File: config.mk
export PLATFORM = sky130hd
export DESIGN_NAME = gpf_port
export DESIGN_NICKNAME = d
export VERILOG_FILES = /design/src/hdl/gpf_pkg.sv /design/src/hdl/gpf_sync.sv /design/src/hdl/gpf_port.sv
export VERILOG_INCLUDE_DIRS = /design/src /design/src/hdl
export SDC_FILE = /design/constraint.sdc
export NUM_CORES = 1
export LEC_CHECK = 0
export BUFFER_PORTS_ARGS = -buffer_cell sky130_fd_sc_hd__buf_2
export CAP_MARGIN = 5
export CORE_UTILIZATION = 59
export DETAILED_ROUTE_END_ITERATION = 12
export PLACE_DENSITY = 0.85
export SLEW_MARGIN = 40
export SYNTH_ARGS = -nofsm -noshare
export SYNTH_HDL_FRONTEND = slang
export SYNTH_HIERARCHICAL = 1
export SYNTH_SLANG_ARGS = --single-unit
File: constraint.sdc
create_clock -name sys_clk -period 5.7 [get_ports sys_clk]
set_clock_uncertainty 0.05 [all_clocks]
set_input_delay 0.285 -clock sys_clk [delete_from_list [all_inputs] [get_ports sys_clk]]
set_output_delay 0.285 -clock sys_clk [all_outputs]
set_load 0.005 [all_outputs]
File: src/hdl/gpf_defines.svh
`ifndef GPF_DEFINES_SVH
`define GPF_DEFINES_SVH

// Register indices; byte address is four times the index
`define GPF_DATA_IDX 32'hFFFFF74E
`define GPF_DIR_IDX 32'hFFFFF74F
`define GPF_CTRL_IDX 32'hFFFFF750
`define GPF_STAT_IDX 32'hFFFFF751

// Reset values
`define GPF_DATA_RST 16'h0000
`define GPF_DIR_RST 16'h0000
`define GPF_CTRL_RST 16'h0000

// Control register fields
`define GPF_CTRL_ADDRSEL_LSB 0
`define GPF_CTRL_PODSEL 6

// Pin positions of the expansion functions
`define GPF_PIN_BUS_REQUEST_IN 15
`define GPF_PIN_WAIT 8
`define GPF_PIN_POD 5
`define GPF_POD_GATED 5

// Mode strap codes
`define GPF_STRAP_ROM_DIS 2'h0
`define GPF_STRAP_ROM_EN 2'h1

// Timing counts in cycles
`define GPF_ACCESS_CYCLES 3'h4
`define GPF_STRAP_SETTLE 3'h4

// Bus responses
`define GPF_RESP_OKAY 2'h0
`define GPF_RESP_SLVERR 2'h2

`endif

File: src/hdl/gpf_pkg.sv
package gpf_pkg;

    // Operating modes of the port
    typedef enum logic [2:0] {
        GPF_MODE_ROM_DIS = 3'b001,
        GPF_MODE_ROM_EN = 3'b010,
        GPF_MODE_SINGLE = 3'b100
    } gpf_mode_t;

    // Role a pin plays in the current mode
    typedef enum logic [2:0] {
        GPF_ROLE_GPIO = 3'b001,
        GPF_ROLE_FOUT = 3'b010,
        GPF_ROLE_FIN = 3'b100
    } gpf_role_t;

    // Bus channel progress
    typedef enum logic [2:0] {
        GPF_BUS_IDLE = 3'b001,
        GPF_BUS_WAIT = 3'b010,
        GPF_BUS_RESP = 3'b100
    } gpf_bus_t;

endpackage

File: src/hdl/gpf_sync.sv
`timescale 1ns/10ps
// Three-stage synchroniser; a bit changes once stages two and three agree
module gpf_sync #(
    parameter int WIDTH = 16
) (
    input wire logic sys_clk,
    input wire logic resetn,
    input wire logic [WIDTH-1:0] asyncIn,
    output logic [WIDTH-1:0] syncOut
);
    logic [WIDTH-1:0] stage1;
    logic [WIDTH-1:0] stage2;
    logic [WIDTH-1:0] stage3;

    // Shift chain; stage1 only feeds stage2 to keep metastability contained
    always_ff @(posedge sys_clk or negedge resetn) begin
        if (!resetn) begin
            stage1 <= '0;
            stage2 <= '0;
            stage3 <= '0;
        end else begin
            stage1 <= asyncIn;
            stage2 <= stage1;
            stage3 <= stage2;
        end
    end

    // Per-bit agreement filter
    genvar i;
    generate
        for (i = 0; i < WIDTH; i++) begin : g_bit
            always_ff @(posedge sys_clk or negedge resetn) begin
                if (!resetn) begin
                    syncOut[i] <= 1'b0;
                end else if (stage2[i] == stage3[i]) begin
                    syncOut[i] <= stage3[i];
                end
            end
        end
    endgenerate
endmodule

File: src/hdl/gpf_port.sv
// Local design decision: the AXI4-Lite slave port.
`timescale 1ns/10ps
`include "gpf_defines.svh"

// Overview of operation
// - Pin n maps one to one onto data bit n, for all sixteen pins.
// - With ROM disabled, pins 15..6 are general I/O and pins 5..0 drive address bits 21..16.
// - ROM enabled, pins 15..6 carry the bus control lines in order; pins 5..0 are I/O or address, or pin 5 the disable input.
// - A general output with direction 1 drives the written bit and reads back the stored bit.
// - A general input with direction 0 reads back the live pin level.
// - Writing a general input only updates the stored bit.
// - Direction 1 on a non-output function reads the stored bit and writes leave the pin alone.
// - Direction 0 on a non-input function still reads the pin level and writes only store.
// - Output-disable low floats general outputs on pins 0..4 only.
// - Output-disable high lets pins 0..4 drive their latest written value.
// - Data clears on power-on reset and hardware standby, not on watchdog reset.
// - Software standby and sleep leave the data untouched.
// - Byte and halfword accesses are taken and each completes in four cycles.
module gpf_port #(
    parameter int ADDR_W = 12
) (
    input wire logic sys_clk,
    input wire logic resetn,
    input wire logic wdtReset,
    input wire logic [1:0] modePins,
    input wire logic hwStandby,
    input wire logic [ADDR_W-1:0] awaddr,
    input wire logic [2:0] awprot,
    input wire logic awvalid,
    output logic awready,
    input wire logic [31:0] wdata,
    input wire logic [3:0] wstrb,
    input wire logic wvalid,
    output logic wready,
    output logic [1:0] bresp,
    output logic bvalid,
    input wire logic bready,
    input wire logic [ADDR_W-1:0] araddr,
    input wire logic [2:0] arprot,
    input wire logic arvalid,
    output logic arready,
    output logic [31:0] rdata,
    output logic [1:0] rresp,
    output logic rvalid,
    input wire logic rready,
    input wire logic busAck,
    input wire logic chipSelect0,
    input wire logic chipSelect1,
    input wire logic chipSelect2,
    input wire logic chipSelect3,
    input wire logic readStrobe,
    input wire logic writeStrobeHigh,
    input wire logic writeStrobeLow,
    input wire logic [21:16] extAddr,
    output logic busRequestIn,
    output logic waitIn,
    output logic outputDisableN,
    input wire logic [15:0] pinIn,
    output logic [15:0] pinOut,
    output logic [15:0] pinOeN,
    output gpf_pkg::gpf_mode_t opMode
);
    import gpf_pkg::*;

    localparam int WA = ADDR_W - 2;
    localparam logic [31:0] DATA_IDX = `GPF_DATA_IDX;
    localparam logic [31:0] DIR_IDX = `GPF_DIR_IDX;
    localparam logic [31:0] CTRL_IDX = `GPF_CTRL_IDX;
    localparam logic [31:0] STAT_IDX = `GPF_STAT_IDX;

    logic [15:0] portFPinData, portFDirection, portFControl, pinSync;
    logic [15:0] readView, funcVal, next_pinOut, next_pinOeN;
    logic [1:0] strapSync;
    logic [2:0] lockCnt, wrCnt, rdCnt;
    logic standbySync, modeLocked, podLevelN, awHave, wHave, wrCommit;
    gpf_bus_t wrState, rdState;
    logic [WA-1:0] wrIdx, rdIdx;
    logic [31:0] wrData;
    logic [3:0] wrStrb;

    // Board-side levels pass through the three-stage synchroniser
    gpf_sync #(.WIDTH(19)) u_sync (
        .sys_clk(sys_clk),
        .resetn(resetn),
        .asyncIn({modePins, hwStandby, pinIn}),
        .syncOut({strapSync, standbySync, pinSync})
    );

    // Role of pin n in the given mode
    function automatic gpf_role_t pinRole(input gpf_mode_t mode, input int n,
                                          input logic [15:0] ctrl);
        gpf_role_t role;
        role = GPF_ROLE_GPIO;
        if (mode != GPF_MODE_ROM_DIS && n == `GPF_PIN_POD && ctrl[`GPF_CTRL_PODSEL]) begin
            role = GPF_ROLE_FIN;
        end else if (mode == GPF_MODE_ROM_DIS && n < 6) begin
            role = GPF_ROLE_FOUT;
        end else if (mode == GPF_MODE_ROM_EN && (n == `GPF_PIN_BUS_REQUEST_IN || n == `GPF_PIN_WAIT)) begin
            role = GPF_ROLE_FIN;
        end else if (mode == GPF_MODE_ROM_EN && (n >= 6 || ctrl[`GPF_CTRL_ADDRSEL_LSB + n])) begin
            role = GPF_ROLE_FOUT;
        end
        return role;
    endfunction

    // Decode of a strapped mode code
    function automatic gpf_mode_t strapMode(input logic [1:0] code);
        gpf_mode_t mode;
        unique case (code)
            `GPF_STRAP_ROM_DIS: mode = GPF_MODE_ROM_DIS;
            `GPF_STRAP_ROM_EN: mode = GPF_MODE_ROM_EN;
            default: mode = GPF_MODE_SINGLE;
        endcase
        return mode;
    endfunction

    // Byte-lane merge of a write into a 16-bit register
    function automatic logic [15:0] laneMerge(input logic [15:0] old, input logic [31:0] data,
                                              input logic [3:0] strb);
        logic [15:0] res;
        res = old;
        if (strb[0]) begin
            res[7:0] = data[7:0];
        end
        if (strb[1]) begin
            res[15:8] = data[15:8];
        end
        return res;
    endfunction

    // Mode strap is caught after release, once the synchroniser has settled
    always_ff @(posedge sys_clk or negedge resetn) begin
        if (!resetn) begin
            lockCnt <= 3'h0;
            modeLocked <= 1'b0;
            opMode <= GPF_MODE_SINGLE;
        end else if (!modeLocked) begin
            lockCnt <= lockCnt + 3'h1;
            if (lockCnt == `GPF_STRAP_SETTLE) begin
                modeLocked <= 1'b1;
                opMode <= strapMode(strapSync);
            end
        end
    end

    // Output-disable level; idle high when pin 5 is not the disable input
    always_ff @(posedge sys_clk or negedge resetn) begin
        if (!resetn) begin
            podLevelN <= 1'b1;
        end else begin
            podLevelN <= (opMode != GPF_MODE_ROM_DIS && portFControl[`GPF_CTRL_PODSEL]) ?
                         pinSync[`GPF_PIN_POD] : 1'b1;
        end
    end

    // Levels handed to the bus controller and the rest of the chip
    always_ff @(posedge sys_clk or negedge resetn) begin
        if (!resetn) begin
            busRequestIn <= 1'b0;
            waitIn <= 1'b0;
            outputDisableN <= 1'b1;
        end else begin
            busRequestIn <= (opMode == GPF_MODE_ROM_EN) && pinSync[`GPF_PIN_BUS_REQUEST_IN];
            waitIn <= (opMode == GPF_MODE_ROM_EN) && pinSync[`GPF_PIN_WAIT];
            outputDisableN <= podLevelN;
        end
    end

    // Function values in pin order; zeros stand at the input-only pins
    assign funcVal = {1'b0, busAck, chipSelect3, chipSelect2, chipSelect1, chipSelect0,
                      readStrobe, 1'b0, writeStrobeHigh, writeStrobeLow, extAddr};

    // Per-pin read view and drive
    genvar n;
    generate
        for (n = 0; n < 16; n++) begin : g_pin
            // Direction alone picks stored bit or pin level, whatever the role
            assign readView[n] = portFDirection[n] ? portFPinData[n] : pinSync[n];

            always_comb begin
                next_pinOut[n] = 1'b0;
                next_pinOeN[n] = 1'b1;
                unique case (pinRole(opMode, n, portFControl))
                    GPF_ROLE_GPIO: begin
                        next_pinOut[n] = portFPinData[n];
                        if (portFDirection[n] && !(n < `GPF_POD_GATED && !podLevelN)) begin
                            next_pinOeN[n] = 1'b0;
                        end
                    end
                    GPF_ROLE_FOUT: begin
                        next_pinOut[n] = funcVal[n];
                        next_pinOeN[n] = 1'b0;
                    end
                    default: begin
                        next_pinOeN[n] = 1'b1;
                    end
                endcase
            end
        end
    endgenerate

    // Pin drivers float until the mode is known and during hardware standby
    always_ff @(posedge sys_clk or negedge resetn) begin
        if (!resetn) begin
            pinOut <= 16'h0000;
            pinOeN <= 16'hFFFF;
        end else if (!modeLocked || standbySync) begin
            pinOut <= 16'h0000;
            pinOeN <= 16'hFFFF;
        end else begin
            pinOut <= next_pinOut;
            pinOeN <= next_pinOeN;
        end
    end

    // Write address and data may arrive in either order
    always_ff @(posedge sys_clk or negedge resetn) begin
        if (!resetn) begin
            awready <= 1'b0;
            wready <= 1'b0;
            awHave <= 1'b0;
            wHave <= 1'b0;
            wrIdx <= '0;
            wrData <= 32'h00000000;
            wrStrb <= 4'h0;
        end else if (wrState == GPF_BUS_RESP) begin
            if (bready) begin
                awready <= 1'b1;
                wready <= 1'b1;
                awHave <= 1'b0;
                wHave <= 1'b0;
            end
        end else begin
            if (!awHave && !awready) begin
                awready <= 1'b1;
            end
            if (!wHave && !wready) begin
                wready <= 1'b1;
            end
            if (awvalid && awready) begin
                awHave <= 1'b1;
                awready <= 1'b0;
                wrIdx <= awaddr[ADDR_W-1:2];
            end
            if (wvalid && wready) begin
                wHave <= 1'b1;
                wready <= 1'b0;
                wrData <= wdata;
                wrStrb <= wstrb;
            end
        end
    end

    // Write latency: answer four edges after the later of address and data
    always_ff @(posedge sys_clk or negedge resetn) begin
        if (!resetn) begin
            wrState <= GPF_BUS_IDLE;
            wrCnt <= 3'h0;
            bvalid <= 1'b0;
            bresp <= `GPF_RESP_OKAY;
        end else begin
            unique case (wrState)
                GPF_BUS_IDLE: begin
                    if (awHave && wHave) begin
                        wrState <= GPF_BUS_WAIT;
                        wrCnt <= 3'h0;
                    end
                end
                GPF_BUS_WAIT: begin
                    wrCnt <= wrCnt + 3'h1;
                    if (wrCnt == `GPF_ACCESS_CYCLES - 3'h3) begin
                        wrState <= GPF_BUS_RESP;
                        bvalid <= 1'b1;
                        bresp <= (wrIdx == DATA_IDX[WA-1:0] || wrIdx == DIR_IDX[WA-1:0] ||
                                  wrIdx == CTRL_IDX[WA-1:0] || wrIdx == STAT_IDX[WA-1:0]) ?
                                 `GPF_RESP_OKAY : `GPF_RESP_SLVERR;
                    end
                end
                GPF_BUS_RESP: begin
                    if (bready) begin
                        wrState <= GPF_BUS_IDLE;
                        bvalid <= 1'b0;
                    end
                end
            endcase
        end
    end

    assign wrCommit = (wrState == GPF_BUS_WAIT) && (wrCnt == `GPF_ACCESS_CYCLES - 3'h3);

    // Data register: only power-on reset and hardware standby clear it
    always_ff @(posedge sys_clk or negedge resetn) begin
        if (!resetn) begin
            portFPinData <= `GPF_DATA_RST;
        end else if (standbySync) begin
            portFPinData <= `GPF_DATA_RST;
        end else if (wrCommit && wrIdx == DATA_IDX[WA-1:0]) begin
            // Stored whatever the pin role; the drive logic decides the pin
            portFPinData <= laneMerge(portFPinData, wrData, wrStrb);
        end
        // No sleep or software standby term, so contents are held
    end

    // Direction and control also return to reset on a watchdog reset
    always_ff @(posedge sys_clk or negedge resetn) begin
        if (!resetn) begin
            portFDirection <= `GPF_DIR_RST;
            portFControl <= `GPF_CTRL_RST;
        end else if (wdtReset || standbySync) begin
            portFDirection <= `GPF_DIR_RST;
            portFControl <= `GPF_CTRL_RST;
        end else if (wrCommit && wrIdx == DIR_IDX[WA-1:0]) begin
            portFDirection <= laneMerge(portFDirection, wrData, wrStrb);
        end else if (wrCommit && wrIdx == CTRL_IDX[WA-1:0]) begin
            portFControl <= laneMerge(portFControl, wrData, wrStrb) & 16'h007F;
        end
    end

    // Read channel with the same four-cycle latency
    always_ff @(posedge sys_clk or negedge resetn) begin
        if (!resetn) begin
            rdState <= GPF_BUS_IDLE;
            rdCnt <= 3'h0;
            arready <= 1'b0;
            rvalid <= 1'b0;
            rdata <= 32'h00000000;
            rresp <= `GPF_RESP_OKAY;
            rdIdx <= '0;
        end else begin
            unique case (rdState)
                GPF_BUS_IDLE: begin
                    arready <= 1'b1;
                    if (arvalid && arready) begin
                        arready <= 1'b0;
                        rdIdx <= araddr[ADDR_W-1:2];
                        rdState <= GPF_BUS_WAIT;
                        rdCnt <= 3'h0;
                    end
                end
                GPF_BUS_WAIT: begin
                    rdCnt <= rdCnt + 3'h1;
                    if (rdCnt == `GPF_ACCESS_CYCLES - 3'h2) begin
                        rdState <= GPF_BUS_RESP;
                        rvalid <= 1'b1;
                        rresp <= `GPF_RESP_OKAY;
                        if (rdIdx == DATA_IDX[WA-1:0]) begin
                            rdata <= {16'h0000, readView};
                        end else if (rdIdx == DIR_IDX[WA-1:0]) begin
                            rdata <= {16'h0000, portFDirection};
                        end else if (rdIdx == CTRL_IDX[WA-1:0]) begin
                            rdata <= {16'h0000, portFControl};
                        end else if (rdIdx == STAT_IDX[WA-1:0]) begin
                            rdata <= {12'h000, modeLocked, opMode, pinSync};
                        end else begin
                            rdata <= 32'h00000000;
                            rresp <= `GPF_RESP_SLVERR;
                        end
                    end
                end
                GPF_BUS_RESP: begin
                    if (rready) begin
                        rdState <= GPF_BUS_IDLE;
                        rvalid <= 1'b0;
                    end
                end
            endcase
        end
    end
endmodule

==> flow_summary_export.csv <==
group,metric,value,unit
status,outcome,"finished, final reports clean",
clock_tree,clk_latency,0.51,ns
routing,dr.first_iter.drc_count,637,
clock_tree,cts_tree,"yes",
clock_tree,clk_pin_slew_worst_paths,0.06,ns
worst_setup_path,cp-end-kind,"flop",
global_route,grt_first_pass_wirelength,37.1,mm
clock_tree,cts_post_setup_buffers_inserted,0,
sta,fin_crit,2.64,ns
sta,drv_slew,0,
floorplanning,rows,45,
worst_setup_path,r2r_slack,3.06,ns
worst_setup_path,cp_max_fo,25,
placement,gp_congestion,0.846,
layout,n_antenna_cell,0,
routing,drc_errors,0,
clock_tree,hold_buffers,70,
worst_setup_path,crit_chain,"nor3b_2 -> nand4_2 -> nor3b_2 -> a22o_1",
routing,viasPerCell,5.85,
layout,drive_gt1_frac,0.303,
yosys,yosysTopAreaCellShare,0.573,
worst_setup_path,crit_slowest_cell,"nor3b_2",
global_route,grt_pass1_vias,7082,
sta,hold_slack,0.00748,ns
yosys,synth-main-ff-cell,"dfrtp_1",
clock_tree,cts_buffers,24,
run,drv_cap,0,
sta,hold_viol,0,
min_path,hold_end,"pinOut[3]",
layout,fillCellCount,884,
worst_setup_path,critical_path.startpoint_type,"flop",
routing,totalWireLength,23.5,mm
sta,setup_slack,3.06,ns
worst_setup_path,reg2reg_depth,4,
clock_tree,ctsRootBufferMaster,"clkbuf_16",
layout,areaGrowthSynthToFinish,25.8,%
placement,portBuffers,143,
placement,dpl.hpwl,13.8,mm
floorplanning,start_util,0.613,
yosys,synth_largest_area_cell,"dfrtp_1",
placement,dpl.cell_count,1074,
yosys,avgSynthCellArea,12.5,um2
clock_tree,h-tree-depth,1,
worst_setup_path,crit_top_cell,"nor3b_2",
yosys,synth_seq_area_share,0.632,
worst_setup_path,slowest_delay,0.81,ns
global_route,grt_max_degree,125,
floorplanning,dieArea,0.0165,mm2
sta,grt_setup_unrepaired,"no",
floorplanning,die_h,128,um
min_path,hold_path_depth,3,
power_and_ir_drop,powerDensity,393,mW/mm2
placement,pre_cts_ws,3.12,ns
yosys,ys_seq_elements,237,
yosys,synth_area_leaders,"dfrtp_1 57%, dfstp_2 5.9%, mux2_2 5.7%",
yosys,netlist_instances,755,
routing,vias,6962,
global_route,grt_overflow,0,
sta,fmax,379,MHz
floorplanning,dieWidth,128,um
yosys,async_flop_share,1.00,
yosys,synth.distinct_cells,53,
worst_setup_path,cp.required,6.10,ns
yosys,yosys_warnings,6,
routing,ant_nets,0,
layout,design_area,0.0119,mm2
worst_setup_path,worstReg2RegStart,"wrState[1]",
routing,wire_per_inst,19.8,um
sta,worst_pin_slew,0.845,ns
power_and_ir_drop,power,4.67,mW
floorplanning,coreArea,0.0154,mm2
min_path,min_from,"extAddr[19]",
worst_setup_path,r2r-end,"portFPinData[3]",
global_route,grt_use_total,0.293,
worst_setup_path,path_class,"flop to flop",
clock_tree,ctsResizeCount,0,
sta,setup_viol,0,
layout,fin_nets,1074,
layout,final_util,0.772,
sta,slew_headroom,0.436,
worst_setup_path,critical_path_arrival,3.04,ns
clock_tree,cts_buffer_depth,3,
yosys,synth.cell_area,0.00943,mm2
placement,place_area,0.0102,mm2
sta,setup_tns,0,ns
floorplanning,ios,186,
clock_tree,cts_sinks,237,
routing,dr.pass1.iters,5,
power_and_ir_drop,p_leak,5.32,nW
sta,fin_crit_sh,0.463,
min_path,hold_class,"input pin to flop",
layout,fin_cells,1190,
yosys,synth_edf_count,0,
power_and_ir_drop,ir_drop,0.000331,V
global_route,antenna_found_initial,0,
-- power by group --
group	switching (mW)	internal, mW
logic	0.399	0.363
clock network	0.648	1.10
registers	0.235	1.92
-- placed cells by master (no fill, tap or decap), types with 7 or more instances in the layout --
| cell type | Yosys | final |
|---|---|---|
| nor2_1 | 27 | 27 |
| a2111oi_0 | 7 | 7 |
| clkbuf_16 | 0 | 25 |
| dfrtp_1 | 216 | 215 |
| o21ai_0 | 37 | 37 |
| buf_2 | 6 | 142 |
| inv_1 | 9 | 9 |
| dfstp_2 | 21 | 21 |
| a22o_1 | 19 | 19 |
| nand2b_1 | 23 | 23 |
| o31ai_1 | 11 | 11 |
| a21oi_1 | 56 | 56 |
| dlygate4sd3_1 | 0 | 70 |
| nor2b_1 | 20 | 20 |
| nor3_1 | 8 | 8 |
| mux2_2 | 48 | 48 |
| nand2_1 | 54 | 53 |
| a221oi_1 | 7 | 7 |
| conb_1 | 1 | 14 |
| nand3_1 | 30 | 29 |
| a211oi_1 | 11 | 11 |
| and2_1 | 7 | 7 |
| a22oi_1 | 9 | 9 |
| maj3_2 | 19 | 19 |
-- sequential cells by signal, summed over array words and instances (netlist names), 7 cells and up --
signal,flops
rdIdx,10
wrIdx,10
u_sync/stage2,19
u_sync/stage3,19
portFPinData,16
rdata,20
u_sync/syncOut,19
portFControl,7
wrData,16
pinOeN,16
pinOut,16
portFDirection,16
u_sync/stage1,19
-- layer usage --
layer	part of all wire	routed length, um	vias to the layer above	GRT usage
li1	-	-	3086	-
met1	0.39	9240	3413	0.383
met2	0.50	11700	400	0.487
met3	0.080	1890	63	0.0624
met4	0.030	714	0	0.109
met5	0	0	-	0
-- cell usage after synthesis, types with 3 or more instances --
cell and instances:
a221oi_1 7, nand3_1 30, and4b_1 3, nor3b_2 5, buf_6 3, a2111oi_0 7
dfstp_2 21, nand2b_1 23, o21ai_0 37, a22o_1 19, a31oi_1 3, buf_2 6
inv_1 9, maj3_2 19, nor3b_1 3, buf_4 18, mux2i_1 5, dfrtp_1 216
or3b_2 4, ha_1 6, and2_1 7, and3_1 5, nand2_1 54, a21oi_1 56
a22oi_1 9, a211oi_1 11, clkbuf_1 24, nor2b_1 20, nor3_1 8, nand3b_1 3
o21a_1 4, o31ai_1 11, nor2_1 27, mux2_2 48
-- worst max-delay path, delay by kind of cell, from the launching register on --
family          cells  cell delay [ns]
simple gates        3             1.80
flops               1             0.50
compound gates      1             0.23
-- kinds of logic after synthesis --
family / after synthesis / synth area share
other: 1 / 0.000398
AOI/OAI and AO/OA: 173 / 0.118
muxes: 53 / 0.0626
DFF: 237 / 0.632
xor gates and xnor gates: 2 / 0.00186
buffers and inverters: 61 / 0.0346
adders and majority gates: 25 / 0.0307
and+or+nand+nor: 203 / 0.120
-- how the worst max path moves through the flow --
| stage | start | endpoint | cells past startpoint |
|---|---|---|---|
| after floorplan | wrState[1] | wrIdx[1] | 6 |
| after global placement | wrState[1] | portFPinData[0] | 4 |
| after detailed placement | rdIdx[0] | rdata[0] | 3 |
| after CTS | rdIdx[0] | rdata[3] | 3 |
| after global routing | wrState[1] | portFPinData[1] | 4 |
| final | wrState[1] | portFPinData[3] | 4 |
-- area by class of cell --
cell class	count	area (um2)	share of cell area
Clock buffer	33	676	0.0569
Multi-Input combinational cell	470	3210	0.270
Inverter	9	33.8	0.00285
Clock inverter	11	216	0.0182
Sequential cell	237	5960	0.502
Timing Repair Buffer	219	1510	0.127
Tap cell	211	264	0.0223
Power figures use the tool's default switching activity.
